$ cat src/include/spfs_defs.svh
// spfs_defs.svh: register offsets, field positions, reset values, timing
// assumes: included by package and design files by bare name
`ifndef SPFS_DEFS_SVH
`define SPFS_DEFS_SVH
// register byte offsets on the avalon slave
`define SPFS_REG_CTRL 4'h0
`define SPFS_REG_STAT 4'h4
`define SPFS_REG_LOCK 4'h8
`define SPFS_REG_FUSE 4'hC
`define SPFS_REG_IRQS 5'h10
`define SPFS_REG_IRQM 5'h14
// control register fields
`define SPFS_CTRL_GO 0
`define SPFS_CTRL_ERASE 1
`define SPFS_CTRL_CLRBUSY 2
`define SPFS_CTRL_PAGE_LSB 8
// status register fields
`define SPFS_STAT_BUSY 0
`define SPFS_STAT_HALT 1
`define SPFS_STAT_ACTIVE 2
// interrupt status fields
`define SPFS_IRQ_DONE 0
`define SPFS_IRQ_DENIED 1
// reset values: lock bits unprogrammed (1), fuses give largest boot area
`define SPFS_LOCK_RESET 4'hF
`define SPFS_FUSE_RESET 2'h0
// flash geometry: 128 pages, halting section is the top 16 pages
`define SPFS_PAGE_W 7
`define SPFS_HALTING_SECTION_FIRST 7'h70
// programming time in ns and cycles at 10 ns
`define SPFS_PROG_NS 4000
`define SPFS_CLK_NS 10
`define SPFS_PROG_CYC ((`SPFS_PROG_NS + `SPFS_CLK_NS - 1) / `SPFS_CLK_NS)
`endif

$ cat src/include/spfs_pkg.sv
// spfs_pkg: types shared by the flash section controller files
// assumes: spfs_defs.svh on the include path
`include "spfs_defs.svh"
package spfs_pkg;
    typedef logic [`SPFS_PAGE_W-1:0] spfs_page_t;
    // avalon-mm request bundle
    typedef struct packed {
        logic read;
        logic write;
        logic [4:0] address;
        logic [31:0] writedata;
    } spfs_bus_req_t;
    // core-side store request bundle
    typedef struct packed {
        logic valid;
        logic erase;
        logic from_boot;
        spfs_page_t page;
    } spfs_store_req_t;
    typedef enum logic [1:0] {
        SPFS_IDLE = 2'b00,
        SPFS_PROG = 2'b01,
        SPFS_DONE = 2'b10
    } spfs_state_t;
endpackage

$ cat src/logic/spfs_perm.sv
// spfs_perm: decides whether a store may program a page and where it lands
// assumes: lock and fuse values held stable by the caller
`timescale 1ns/1ns
`include "spfs_defs.svh"
module spfs_perm (
    input wire spfs_pkg::spfs_page_t page_i, // target page
    input wire logic from_boot_i, // store executes from boot section
    input wire logic [3:0] lock_i, // {boot pair, app pair}
    input wire logic [1:0] fuse_i, // boot size fuses
    output logic allow_o, // store permitted
    output logic halt_sec_o, // page in halting section
    output logic in_boot_o // page in boot section
);
    import spfs_pkg::*;
    wire [`SPFS_PAGE_W-1:0] boot_first;
    // boot size: 16, 8, 4, 2 pages, always inside the halting section
    assign boot_first = 7'h7F - ((7'h10 >> fuse_i) - 7'h01);
    assign in_boot_o = page_i >= boot_first;
    assign halt_sec_o = page_i >= `SPFS_HALTING_SECTION_FIRST;
    // app pair low bit clear (modes 10, 00) blocks writes to application;
    // boot pair likewise guards boot pages, each pair independent
    wire app_wr_block = ~lock_i[0];
    wire boot_wr_block = ~lock_i[2];
    // only boot-resident code may start programming, any page reachable
    assign allow_o = from_boot_i &&
        (in_boot_o ? !boot_wr_block : !app_wr_block);
endmodule // spfs_perm

$ cat src/logic/spfs_ctrl.sv
// spfs_ctrl: self-programming flash section controller with avalon slave
// assumes: one 100 MHz clock, synchronous reset, core gives store requests
//
// Design decisions made here: the placing of the registers and the Avalon-MM slave port.
`timescale 1ns/1ns
`include "spfs_defs.svh"
module spfs_ctrl (
    input wire logic clock_i, // 100 MHz system clock
    input wire logic reset_i, // synchronous active-high reset
    input wire logic enable_i, // clock enable, freezes all state
    input wire logic chip_erase_i, // full chip erase pulse
    input wire spfs_pkg::spfs_store_req_t store_i, // core store request
    input wire logic lpm_from_boot_i, // core load executes from boot
    input wire spfs_pkg::spfs_page_t lpm_page_i, // page of core load
    input wire logic [4:0] avs_address_i, // byte address
    input wire logic avs_read_i, // read strobe
    input wire logic avs_write_i, // write strobe
    input wire logic [31:0] avs_writedata_i, // write data
    output logic [31:0] avs_readdata_o, // read data
    output logic avs_waitrequest_o, // stall
    output logic core_halt_o, // stall the core
    output logic rww_block_o, // concurrent section unreadable
    output logic lpm_deny_o, // load blocked by lock
    output logic irq_o // level interrupt
);
    import spfs_pkg::*;

    spfs_state_t state;
    spfs_state_t next_state;
    logic [15:0] timer;
    logic [3:0] lock;
    logic [1:0] fuse;
    logic busy;
    logic op_halt;
    logic [1:0] irq_stat;
    logic [1:0] irq_mask;
    logic ack;
    spfs_store_req_t reg_req;

    // bus request bundle
    spfs_bus_req_t bus;
    assign bus = '{read: avs_read_i, write: avs_write_i,
                   address: avs_address_i, writedata: avs_writedata_i};

    // address decode
    wire sel_ctrl = bus.address == 5'(`SPFS_REG_CTRL);
    wire sel_stat = bus.address == 5'(`SPFS_REG_STAT);
    wire sel_lock = bus.address == 5'(`SPFS_REG_LOCK);
    wire sel_fuse = bus.address == 5'(`SPFS_REG_FUSE);
    wire sel_irqs = bus.address == `SPFS_REG_IRQS;
    wire sel_irqm = bus.address == `SPFS_REG_IRQM;
    wire req = (bus.read | bus.write) & ~ack;
    wire wr = bus.write & ~ack & enable_i;
    wire rd = bus.read & ~ack & enable_i;

    // register-driven store: treated as executing from the boot section
    wire ctrl_go = wr & sel_ctrl & bus.writedata[`SPFS_CTRL_GO];
    wire ctrl_clr = wr & sel_ctrl & bus.writedata[`SPFS_CTRL_CLRBUSY];
    spfs_store_req_t cur;
    assign cur = store_i.valid ? store_i : reg_req;

    // permission and section lookup
    logic allow;
    logic halt_sec;
    logic in_boot;
    spfs_perm u_perm (
        .page_i(cur.page),
        .from_boot_i(cur.from_boot),
        .lock_i(lock),
        .fuse_i(fuse),
        .allow_o(allow),
        .halt_sec_o(halt_sec),
        .in_boot_o(in_boot)
    );
    // load check reuses the lookup for the core's read page
    logic lpm_in_boot;
    spfs_perm u_lpm (
        .page_i(lpm_page_i),
        .from_boot_i(1'b1),
        .lock_i(lock),
        .fuse_i(fuse),
        .allow_o(),
        .halt_sec_o(),
        .in_boot_o(lpm_in_boot)
    );
    // pair modes 00 and 01 block boot-side loads of application pages;
    // this only gates loads, not fetch, so normal execution is untouched
    wire next_lpm_deny = lpm_from_boot_i & ~lpm_in_boot &
        ~lock[1];

    wire start = (state == SPFS_IDLE) & cur.valid;
    wire go_ok = start & allow;
    wire go_bad = start & ~allow;
    wire prog_end = (state == SPFS_PROG) &&
        (timer == 16'(`SPFS_PROG_CYC - 1));

    // sequencer
    always_comb begin
        next_state = state;
        unique case (state)
            SPFS_IDLE: if (go_ok) next_state = SPFS_PROG;
            SPFS_PROG: if (prog_end) next_state = SPFS_DONE;
            SPFS_DONE: next_state = SPFS_IDLE;
            default: next_state = SPFS_IDLE;
        endcase
    end

    always_ff @(posedge clock_i) begin
        if (reset_i) begin
            state <= SPFS_IDLE;
            timer <= 16'h0000;
            op_halt <= 1'b0;
        end else if (enable_i) begin
            state <= next_state;
            timer <= (state == SPFS_PROG) ? timer + 16'h0001 : 16'h0000;
            if (go_ok) op_halt <= halt_sec;
        end
    end

    // queued register store, dropped once the sequencer takes it
    always_ff @(posedge clock_i) begin
        if (reset_i) begin
            reg_req <= '0;
        end else if (enable_i) begin
            if (ctrl_go) begin
                reg_req <= '{valid: 1'b1,
                    erase: bus.writedata[`SPFS_CTRL_ERASE],
                    from_boot: 1'b1,
                    page: bus.writedata[`SPFS_CTRL_PAGE_LSB +: `SPFS_PAGE_W]};
            end else if (start & ~store_i.valid) begin
                reg_req <= '0;
            end
        end
    end

    // busy flag: set at start wins over a software clear in same cycle;
    // the output mirror takes the same next value so the two never part
    wire next_busy = (go_ok & ~halt_sec) |
        (busy & ~(ctrl_clr & (state == SPFS_IDLE)));
    always_ff @(posedge clock_i) begin
        if (reset_i) begin
            busy <= 1'b0;
        end else if (enable_i) begin
            busy <= next_busy;
        end
    end

    // lock bits only move toward programmed; chip erase restores them
    always_ff @(posedge clock_i) begin
        if (reset_i) begin
            lock <= `SPFS_LOCK_RESET;
            fuse <= `SPFS_FUSE_RESET;
        end else if (enable_i) begin
            if (chip_erase_i) lock <= `SPFS_LOCK_RESET;
            else if (wr & sel_lock)
                lock <= lock & bus.writedata[3:0];
            if (wr & sel_fuse) fuse <= bus.writedata[1:0];
        end
    end

    // sticky events; a set in the clearing read cycle survives
    wire [1:0] ev = {go_bad, prog_end};
    wire [1:0] clr = (rd & sel_irqs) ? irq_stat : 2'b00;
    always_ff @(posedge clock_i) begin
        if (reset_i) begin
            irq_stat <= 2'h0;
            irq_mask <= 2'h0;
        end else if (enable_i) begin
            irq_stat <= (irq_stat & ~clr) | ev;
            if (wr & sel_irqm) irq_mask <= bus.writedata[1:0];
        end
    end

    // read mux
    wire [31:0] rdata =
        sel_ctrl ? {16'h0000, 1'b0, reg_req.page, 6'h00,
                    reg_req.erase, reg_req.valid} :
        sel_stat ? {29'h0, state == SPFS_PROG, core_halt_o, busy} :
        sel_lock ? {28'h0, lock} :
        sel_fuse ? {30'h0, fuse} :
        sel_irqs ? {30'h0, irq_stat} :
        sel_irqm ? {30'h0, irq_mask} : 32'h0000_0000;

    // one wait cycle then acknowledge; unmapped reads give zero
    // waitrequest has its own flop so no gate sits after it
    always_ff @(posedge clock_i) begin
        if (reset_i) begin
            ack <= 1'b0;
            avs_waitrequest_o <= 1'b1;
            avs_readdata_o <= 32'h0000_0000;
        end else if (enable_i) begin
            ack <= req;
            avs_waitrequest_o <= ~req;
            if (rd) avs_readdata_o <= rdata;
        end
    end

    // registered outputs
    always_ff @(posedge clock_i) begin
        if (reset_i) begin
            core_halt_o <= 1'b0;
            rww_block_o <= 1'b0;
            lpm_deny_o <= 1'b0;
            irq_o <= 1'b0;
        end else if (enable_i) begin
            core_halt_o <= (next_state == SPFS_PROG) &
                (go_ok ? halt_sec : op_halt);
            rww_block_o <= next_busy;
            lpm_deny_o <= next_lpm_deny;
            irq_o <= |((((irq_stat & ~clr) | ev)) & irq_mask);
        end
    end
endmodule // spfs_ctrl

$ cat config.mk
export PLATFORM = sky130hd
export DESIGN_NAME = spfs_ctrl
export DESIGN_NICKNAME = d
export VERILOG_FILES = /design/src/include/spfs_pkg.sv /design/src/logic/spfs_perm.sv /design/src/logic/spfs_ctrl.sv
export VERILOG_INCLUDE_DIRS = /design/src /design/src/include
export SDC_FILE = /design/constraint.sdc
export NUM_CORES = 1
export LEC_CHECK = 0
export BUFFER_PORTS_ARGS = -buffer_cell sky130_fd_sc_hd__buf_2
export CORE_ASPECT_RATIO = 1.4
export CORE_MARGIN = 1
export CORE_UTILIZATION = 54
export DETAILED_ROUTE_END_ITERATION = 7
export PLACE_DENSITY = 0.92
export SLEW_MARGIN = 20
export SYNTH_ARGS = -nofsm -noshare
export SYNTH_HDL_FRONTEND = slang
export SYNTH_SLANG_ARGS = --single-unit
$ cat constraint.sdc
create_clock -name clock_i -period 6.4 [get_ports clock_i]
set_input_delay 0 -clock clock_i [delete_from_list [all_inputs] [get_ports clock_i]]
set_output_delay 0 -clock clock_i [all_outputs]
set_load 0.01 [all_outputs]
==> run_results.csv, run 1 <==
group,metric,value,unit
cts,numCtsBuffers,5,
yosys,yosys-top-cells-area,"dfxtp_1 38%, nand2_1 6.9%, buf_4 6.0%",
grt,grt_overflow,0,
detailed_routing,vias,2684,
cts,cts_root_buf,"clkbuf_8",
power,p_leak,0.001343,uW
setup_path,end_kind,"register",
sta,final.setup.tns,0,ns
yosys,synth_top_flop_cell,"dfxtp_1",
cts,clk_latency,0.31,ns
yosys,ys_async_sr_fraction,0,%
detailed_routing,vias_per_cell,5.568,
layout,diodes,0,
grt,grt.total_usage,26.82,%
layout,final_cell_area,0.003323,mm^2
sta,finClkSkew,0.01109,ns
setup_path,cp.required,6.61,ns
detailed_routing,routedWlPerCell,14.60,um
sta,period_needed,2.376,ns
detailed_routing,drc_errors,0,
die,dieWidth,63.79,um
die,core,0.005159,mm^2
sta,worstMarginPinSlew,0.7004,ns
grt,grt_pass1_wl,11710,um
setup_path,cpMaxStageDelayCell,"dfxtp_1",
detailed_routing,first_pass_iters,4,
cts,postCtsSetupBuffers,0,
cts,cts_resized,0,
job,drv_cap,0,
yosys,yosysTopAreaCell,"dfxtp_1",
setup_path,crit_chain,"nand2_1, ha_1, nor2b_1, mux2i_1, a41o_2, nor2_1, mux2_4, o41ai_1",
layout,instances_no_fill,482,
sta,setup_viol,0,
yosys,ys_ff_latch,55,
yosys,synth_cells,354,
cts,clock_path_buffers,2,
cts,cts_hold_buf,16,
yosys,synth_cell_types,54,
cts,h-tree-depth,2,
power,combPwrFrac,13.1,%
cts,path_clk_slew,0.10,ns
place,io_buffers,52,
setup_path,worstPathMaxFanout,10,
sta,rsz0062_at_grt,"no",
detailed_routing,drt-total-wl,7036,um
setup_path,startpoint_type,"register",
setup_path,critical_path_class,"register to register",
layout,n_fill_cell,405,
run_status,status,"finished, final reports clean",
sta,timing.final.ws_setup,4.024,ns
sta,post-route-period-util,37.13,%
sta,maxSlewHeadroom,53.28,%
yosys,synth_top_area_share,38.14,%
yosys,ys.warnings.count,0,
place,dpl_worst_slack,4.039,ns
layout,fin_nets,483,
setup_path,crit_arrival,2.58,ns
power,swShare,26.77,%
detailed_routing,ant_nets,0,
sta,maxSlewViolCount,0,
place,dp_cells,458,
layout,drive_gt1_share,17.31,%
cts,cts_tree,"done",
place,dp_hpwl,4995,um
die,die_area,0.005646,mm^2
setup_path,slowest_delay,0.49,ns
layout,layout_commonest_cell,"dfxtp_1",
power,peakVddDrop,143.2,uV
layout,mostFrequentLayoutCells,"55 x dfxtp_1, 53 x nand2_1, 52 x buf_2",
sta,fmax,0.4209,GHz
layout,area_growth,15.13,%
cts,clkSinkCount,55,
die,chipHeight,88.51,um
grt,antenna_found_initial,0,
die,start_util,55.95,%
power,power_switching,168.2,uW
detailed_routing,drt-initial-drc-count,137,
yosys,syn_area_per_cell,8.154,um^2
place,dpl_cell_area,0.003074,mm^2
yosys,ys_seq_area_share,38.14,%
yosys,synth_edf_count,0,
power,p_int,460.3,uW
power,p_clk_share,30.8,%
place,gp_congestion,1.015,
die,ios,98,
sta,hold_viol,0,
die,row_count,31,
power,total_power,628.5,uW
hold_path,hold_class,"primary input to register",
yosys,syn-cell-area,0.002887,mm^2
power,power_density,189.1,mW/mm^2
grt,grt_max_degree,28,
power,power_frac_seq,56.1,%
grt,grt_pass1_vias,2655,
## power by group through the flow
stage,clock [uW],combinational [uW],sequential (uW)
floorplan,0,57.5,360
global placement,0,70.2,360
detailed placement,0,72.1,360
CTS,198,79.9,352
global route,209,91.4,353
finish,194,82.1,353
## Yosys cell counts (all sizes together), types with 2 or more instances
cell / n
nor4: 5
and3: 3
nor2: 42
nor3: 6
and2: 4
o22ai: 3
a41o: 2
buf: 26
xor2: 13
a22oi: 9
ha: 7
a2bb2oi: 2
a21oi: 22
nand2: 53
a21boi: 2
o21ai: 20
dfxtp: 55
nor2b: 4
mux2i: 6
nand2b: 6
xnor2: 4
o2111ai: 2
o41ai: 2
nand4: 6
mux2: 6
inv: 3
nand3: 11
nand4b: 2
clkbuf: 10
## cell type report
cell class / count / area, um^2 / share of cell area, %
multi-input cells: 281 / 1615 / 48.61
flip-flops and latches: 55 / 1101 / 33.13
repair buffers: 68 / 420.4 / 12.65
well taps: 66 / 82.58 / 2.485
clock inverters: 2 / 16.27 / 0.4895
clock buffers: 6 / 72.57 / 2.184
inverters: 4 / 15.01 / 0.4518
## logic make-up after synthesis
family	share of synthesized area (%)
simple gates	23.75
compound gates	16.34
flops	38.14
buf+inv	8.756
xor+xnor	5.158
mux	4.681
fa+ha+maj	3.034
other cells	0.1299
## sequential cells by signal (all words and copies together) (netlist names)
name / flops
fuse: 2
lock: 4
state: 2
op_halt: 1
avs_waitrequest_o: 1
ack: 1
timer: 16
rww_block_o: 1
irq_o: 1
core_halt_o: 1
avs_readdata_o: 11
reg_req: 9
irq_stat: 2
irq_mask: 2
lpm_deny_o: 1
## through the flow
stage	hold WS (ns)	util, %
floorplan	0.1360	-
global placement	0.2371	59.59
detailed placement	0.2496	59.59
CTS	0.06221	64.42
global route	0.07073	64.42
finish	0.06970	64.42
## critical path, delay by kind of cell (launching register included)
kind | cells | cell delay, ns
adder cells (fa/ha/maj) | 1 | 0.34
multiplexers | 2 | 0.43
flip-flops | 1 | 0.49
AO/OA/AOI/OAI | 2 | 0.62
AND/OR/NAND/NOR | 3 | 0.37
## per-layer routing
metal	up-vias	track usage, %	wire length (um)
met5	-	0	0
met4	0	15.91	349
met3	32	5.026	274
met2	92	51.45	3672
met1	1240	26.59	2740
li1	1320	-	-
## worst paths after layout
path,startpoint,endpoint,slack [ns],depth (start not counted)
max reg2reg,fuse[1]$_SDFFE_PP0P_,op_halt$_SDFFE_PP0P_,4.02,8
max,fuse[1]$_SDFFE_PP0P_,op_halt$_SDFFE_PP0P_,4.02,8
min reg2reg,avs_readdata_o[9]$_SDFFE_PP0P_,avs_readdata_o[9]$_SDFFE_PP0P_,0.46,2
min,avs_address_i[4],avs_readdata_o[1]$_SDFFE_PP0P_,0.07,3
(Power assumes the default switching activity.)
==> inputs of run 2 (changes only) <==
Settings changed: CORE_UTILIZATION 54 to 50, PLACE_DENSITY 0.92 to 0.87.
Clock period 6.4 ns to 2.4 ns, I/O delays scaled along.
==> run 2 against run 1 <==
  * Cell count is 1.0% higher
  * Largest power group unchanged
  * First-iteration DRC count is 23% higher
  * Sequential power grew to 2.7 times the previous value
  * Clock skew is 0.0043 ns higher
==> run_results.csv, run 2 (synthesis results as in run 1) <==
group,metric,value,unit
cts,numCtsBuffers,5,
setup_path,r2r-start,"reg_req[6]$_SDFFE_PP0P_",
setup_path,r2r_cells,7,
die,row_count,32,
sta,maxSlewHeadroom,60.35,%
setup_path,r2r_end,"core_halt_o$_SDFFE_PP0P_",
layout,diodes,0,
layout,multi_input_area,0.001618,mm^2
grt,grt.total_usage,24.25,%
detailed_routing,vias_per_cell,5.589,
layout,n_fill_cell,502,
die,start_util,52.24,%
power,power_switching,460.3,uW
grt,grt_pass1_wl,11360,um
layout,largest_reg_flops,16,
detailed_routing,drt-initial-drc-count,168,
sta,hold_viol,0,
setup_path,end_kind,"register",
setup_path,worstPathMaxFanout,5,
power,peakVddDrop,296.1,uV
setup_path,startpoint_type,"register",
cts,postCtsSetupBuffers,0,
layout,top_register,"timer",
place,io_buffers,52,
sta,rsz0062_at_grt,"no",
die,dieWidth,66.22,um
hold_path,hold_depth,3,
cts,cts_tree,"done",
grt,grt_max_degree,27,
cts,clock_path_buffers,2,
detailed_routing,drt-total-wl,6994,um
setup_path,crit_arrival,2.46,ns
sta,final.setup.tns,0,ns
detailed_routing,ant_nets,0,
power,swShare,27.25,%
hold_path,hold_end,"avs_readdata_o[1]$_SDFFE_PP0P_",
power,p_clk_share,31.4,%
layout,mostFrequentLayoutCells,"53 x nand2_1, 53 x dfxtp_1, 52 x buf_2",
setup_path,critical_path_class,"register to register",
power,p_int,1229,uW
layout,drive_gt1_share,19.09,%
detailed_routing,routedWlPerCell,14.36,um
sta,maxSlewViolCount,0,
layout,top_regs,"timer (16), avs_readdata_o (11), reg_req (9)",
grt,grt_pass1_vias,2588,
sta,setup_viol,0,
layout,regArea,0.001106,mm^2
layout,fin_util,60.73,%
sta,fmax,0.4455,GHz
power,power_density,503.4,mW/mm^2
cts,clkSinkCount,55,
place,dp_hpwl,5048,um
power,combPwrFrac,13.0,%
hold_path,hold_class,"primary input to register",
layout,fin_nets,486,
die,die_area,0.006085,mm^2
sta,post-route-period-util,93.52,%
die,chipHeight,91.90,um
cts,path_clk_slew,0.11,ns
die,ios,98,
cts,cts_root_buf,"clkbuf_8",
detailed_routing,vias,2722,
sta,period_needed,2.244,ns
job,drv_cap,0,
sta,worstMarginPinSlew,0.5893,ns
detailed_routing,drc_errors,0,
power,power_frac_seq,55.6,%
place,gp_congestion,0.9300,
run_status,status,"finished, final reports clean",
cts,h-tree-depth,2,
setup_path,cp.required,2.61,ns
setup_path,reg2reg_slack,0.16,ns
power,p_leak,0.001370,uW
grt,grt_overflow,0,
die,core,0.005525,mm^2
detailed_routing,first_pass_iters,4,
grt,antenna_found_initial,0,
sta,finClkSkew,0.01543,ns
layout,area_growth,16.25,%
cts,clk_latency,0.32,ns
place,dp_cells,464,
layout,instances_no_fill,487,
hold_path,min_from,"avs_address_i[4]",
-- run 2: cell types whose count changed in the layout (fill, tap and decap cells not counted), sizes merged --
cell / delta
clkinvlp: -1
buf: +4
dlygate4sd3: -1
clkinv: +2
clkbuf: -1
-- run 2: worst max path at each step --
stage / startpoint / to / slack (ns) / cells past startpoint
after CTS: fuse[1]$_SDFFE_PP0P_ / op_halt$_SDFFE_PP0P_ / 0.03 / 8
final: reg_req[6]$_SDFFE_PP0P_ / core_halt_o$_SDFFE_PP0P_ / 0.16 / 7
after global placement: fuse[1]$_SDFFE_PP0P_ / op_halt$_SDFFE_PP0P_ / 0.14 / 8
after floorplan: fuse[1]$_SDFFE_PP0P_ / irq_o$_SDFFE_PP0P_ / 0.30 / 9
after global routing: reg_req[6]$_SDFFE_PP0P_ / core_halt_o$_SDFFE_PP0P_ / 0.03 / 7
after detailed placement: fuse[1]$_SDFFE_PP0P_ / op_halt$_SDFFE_PP0P_ / 0.08 / 8
-- run 2: power by group through the flow --
stage	registers [uW]	logic (uW)	clock network, uW
floorplan	961	153	0
global placement	960	191	0
detailed placement	961	195	0
CTS	939	215	543
global route	942	243	580
finish	939	220	530
-- run 2: layer usage --
| metal | up-vias | share of wire (%) | global-route usage [%] |
|---|---|---|---|
| met2 | 104 | 52 | 42.60 |
| met4 | 0 | 4.5 | 17.02 |
| met5 | - | 0 | 0 |
| li1 | 1330 | - | - |
| met3 | 27 | 5.3 | 5.846 |
| met1 | 1261 | 38 | 24.11 |
-- run 2: metrics by stage --
| step | hold WS [ns] | cell area [um^2] | total power, uW | setup WS, ns |
|---|---|---|---|---|
| after global placement | 0.2399 | 3107 | 1150 | 0.1389 |
| final | 0.05088 | 3356 | 1689 | 0.1555 |
| after floorplan | 0.1360 | 2969 | 1114 | 0.3044 |
| after detailed placement | 0.2461 | 3107 | 1156 | 0.07753 |
| after CTS | 0.03909 | 3348 | 1697 | 0.03480 |
| after global routing | 0.06412 | 3356 | 1765 | 0.02790 |
-- run 2: layout make-up --
| class | instances | share of cell area (%) |
|---|---|---|
| Clock buffer | 5 | 2.051 |
| Clock inverter | 3 | 0.6711 |
| Inverter | 4 | 0.4474 |
| Multi-Input combinational cell | 281 | 48.21 |
| Sequential cell | 55 | 32.96 |
| Tap cell | 68 | 2.535 |
| Timing Repair Buffer | 71 | 13.12 |
-- run 2: critical path, stage by stage, from the launching register on --
cell and delay (ns):
dfxtp_1 0.36, mux2_2 0.29, ha_1 0.32, and3_1 0.15, a41o_2 0.24, nor2_2 0.14, mux2_4 0.35, o41ai_1 0.29
-- run 2: what timing repair did --
item,in CTS,in global routing
resized for setup,0,4
hold buffers,15,0
hold endpoints to repair,19,0
setup endpoints to repair,0,5
==> inputs of run 3 (changes only) <==
Settings changed: CORE_UTILIZATION 50 to 51, HOLD_SLACK_MARGIN set to 0.08, SYNTH_HIERARCHICAL set to 1.
==> run 3 against run 2 <==
  * The flow now finishes with violations (setup timing)
  * Clock-buffer cell count grew 1
  * Synthesized cell count rose by 1.7%
  * Worst setup slack worse by 0.27 ns
  * Critical path type unchanged
  * Core utilization is 4.1 points higher
  * Combinational power rose by 9.5%
  * Area after synthesis up 5.0%
  * Via count rose by 9.8%
  * Wire length grew 14%
==> run_results.csv, run 3 <==
group,metric,value,unit
yosys,syn_area_per_cell,8.421,um^2
yosys,synth_cells,360,
die,row_count,32,
layout,top_register,"timer",
die,ios,98,
detailed_routing,drt-initial-drc-count,244,
layout,mostFrequentLayoutCells,"54 x buf_2, 53 x dfxtp_1, 38 x nand2_1",
setup_path,cp.required,2.64,ns
sta,maxSlewHeadroom,45.64,%
yosys,syn-cell-area,0.003032,mm^2
cts,cts_root_buf,"clkbuf_8",
place,dp_hpwl,5542,um
layout,instances_no_fill,496,
grt,grt.total_usage,25.64,%
sta,setup_viol,4,
layout,layout_commonest_cell,"buf_2",
setup_path,end_kind,"register",
detailed_routing,drt-total-wl,7979,um
die,dieWidth,67.16,um
job,drv_cap,0,
setup_path,startpoint_type,"register",
detailed_routing,drc_errors,0,
cts,clock_path_buffers,2,
power,peakVddDrop,431.8,uV
sta,maxSlewViolCount,0,
grt,grt_pass1_vias,2663,
cts,clk_latency,0.32,ns
die,start_util,54.08,%
place,dp_cells,472,
layout,n_fill_cell,448,
die,core,0.005605,mm^2
sta,worstMarginPinSlew,0.8048,ns
hold_path,hold_class,"primary input to register",
power,power_density,480.2,mW/mm^2
yosys,ys.warnings.count,6,
detailed_routing,routedWlPerCell,16.09,um
cts,h-tree-depth,2,
power,p_leak,0.001451,uW
layout,drive_gt1_share,24.07,%
sta,hold_viol,0,
detailed_routing,ant_nets,0,
detailed_routing,first_pass_iters,5,
setup_path,crit_arrival,2.75,ns
layout,area_growth,19.93,%
cts,path_clk_slew,0.10,ns
cts,clkSinkCount,55,
grt,grt_pass1_wl,12220,um
run_status,violations,"setup timing",
sta,post-route-period-util,104.7,%
place,gp_congestion,0.9401,
setup_path,worstPathMaxFanout,3,
sta,timing.final.ws_setup,-0.1119,ns
grt,antenna_found_initial,0,
sta,rsz0062_at_grt,"yes",
run_status,status,"finished with violations",
die,die_area,0.006261,mm^2
cts,numCtsBuffers,5,
place,io_buffers,54,
sta,whs,0.1031,ns
detailed_routing,vias,2988,
setup_path,critical_path_class,"register to register",
layout,diodes,0,
layout,largest_reg_flops,16,
layout,top_regs,"timer (16), avs_readdata_o (11), reg_req (9)",
grt,grt_overflow,0,
cts,cts_tree,"done",
sta,finClkSkew,0.006703,ns
grt,grt_max_degree,25,
sta,period_needed,2.512,ns
layout,fin_nets,499,
detailed_routing,vias_per_cell,6.024,
sta,fmax,0.3981,GHz
die,chipHeight,93.23,um
==> run 3: worst max-delay path, cell delays in order, from the launching register on <==
cell,delay (ns)
dfxtp_1,0.36
mux2_2,0.31
ha_1,0.33
a41o_1,0.24
a221o_1,0.29
mux2i_2,0.32
and3b_2,0.27
a32oi_1,0.06
a211oi_1,0.24
==> run 3: final cells by class <==
class	count	area, um^2	share of cell area (%)
multi-input combinational	284	1857	51.07
sequential	55	1106	30.42
timing repair buffer	75	462.9	12.73
tap	68	85.08	2.340
clock buffer	6	82.58	2.271
inverter	6	22.52	0.6194
clock inverter	2	20.02	0.5506
==> run 3: what timing repair did <==
item                                   4_1_cts  5_1_grt
pin swaps                                    5        6
endpoints found under the hold margin       18        0
gates resized for setup                     15        5
hold buffers                                14        0
setup endpoints to repair                    6        7
setup buffers                                2        0
==> run 3: stage by stage <==
stage | setup TNS, ns | power [uW] | setup WS, ns | instance area [um^2] | utilization [%]
after floorplan | 0 | 1103 | 0.003639 | 3107 | -
after global placement | -0.02268 | 1144 | -0.01237 | 3286 | 58.62
final | -0.2967 | 1746 | -0.1119 | 3636 | 64.87
after detailed placement | -0.3389 | 1151 | -0.08405 | 3286 | 58.62
after CTS | 0 | 1738 | 0.01239 | 3605 | 64.31
after global routing | -0.5243 | 1812 | -0.1665 | 3636 | 64.87
==> run 3: per-layer routing <==
metal  GRT usage (%)  routed length [um]  part of all wire (%)
met5               0                   0                     0
met4           11.35                 255                   3.2
met3           5.732                 600                   7.5
met2           44.58                4090                    51
met1           28.93                3033                    38
==> run 3: worst paths after layout <==
check                                        from                         endpoint  slack, ns  cells after the start
setup / recovery          reg_req[6]$_SDFFE_PP0P_         core_halt_o$_SDFFE_PP0P_      -0.11                      8
hold reg to reg   avs_readdata_o[11]$_SDFFE_PP0P_  avs_readdata_o[11]$_SDFFE_PP0P_       0.46                      2
hold / removal                    lpm_from_boot_i          lpm_deny_o$_SDFFE_PP0P_       0.10                      4
setup reg to reg          reg_req[6]$_SDFFE_PP0P_         core_halt_o$_SDFFE_PP0P_      -0.11                      8
==> run 3: power by group <==
part,switching (uW),internal (uW),total (uW)
clock,332,244,576
combinational,143,98.2,241
sequential,8.51,921,929
total,483,1260,1750
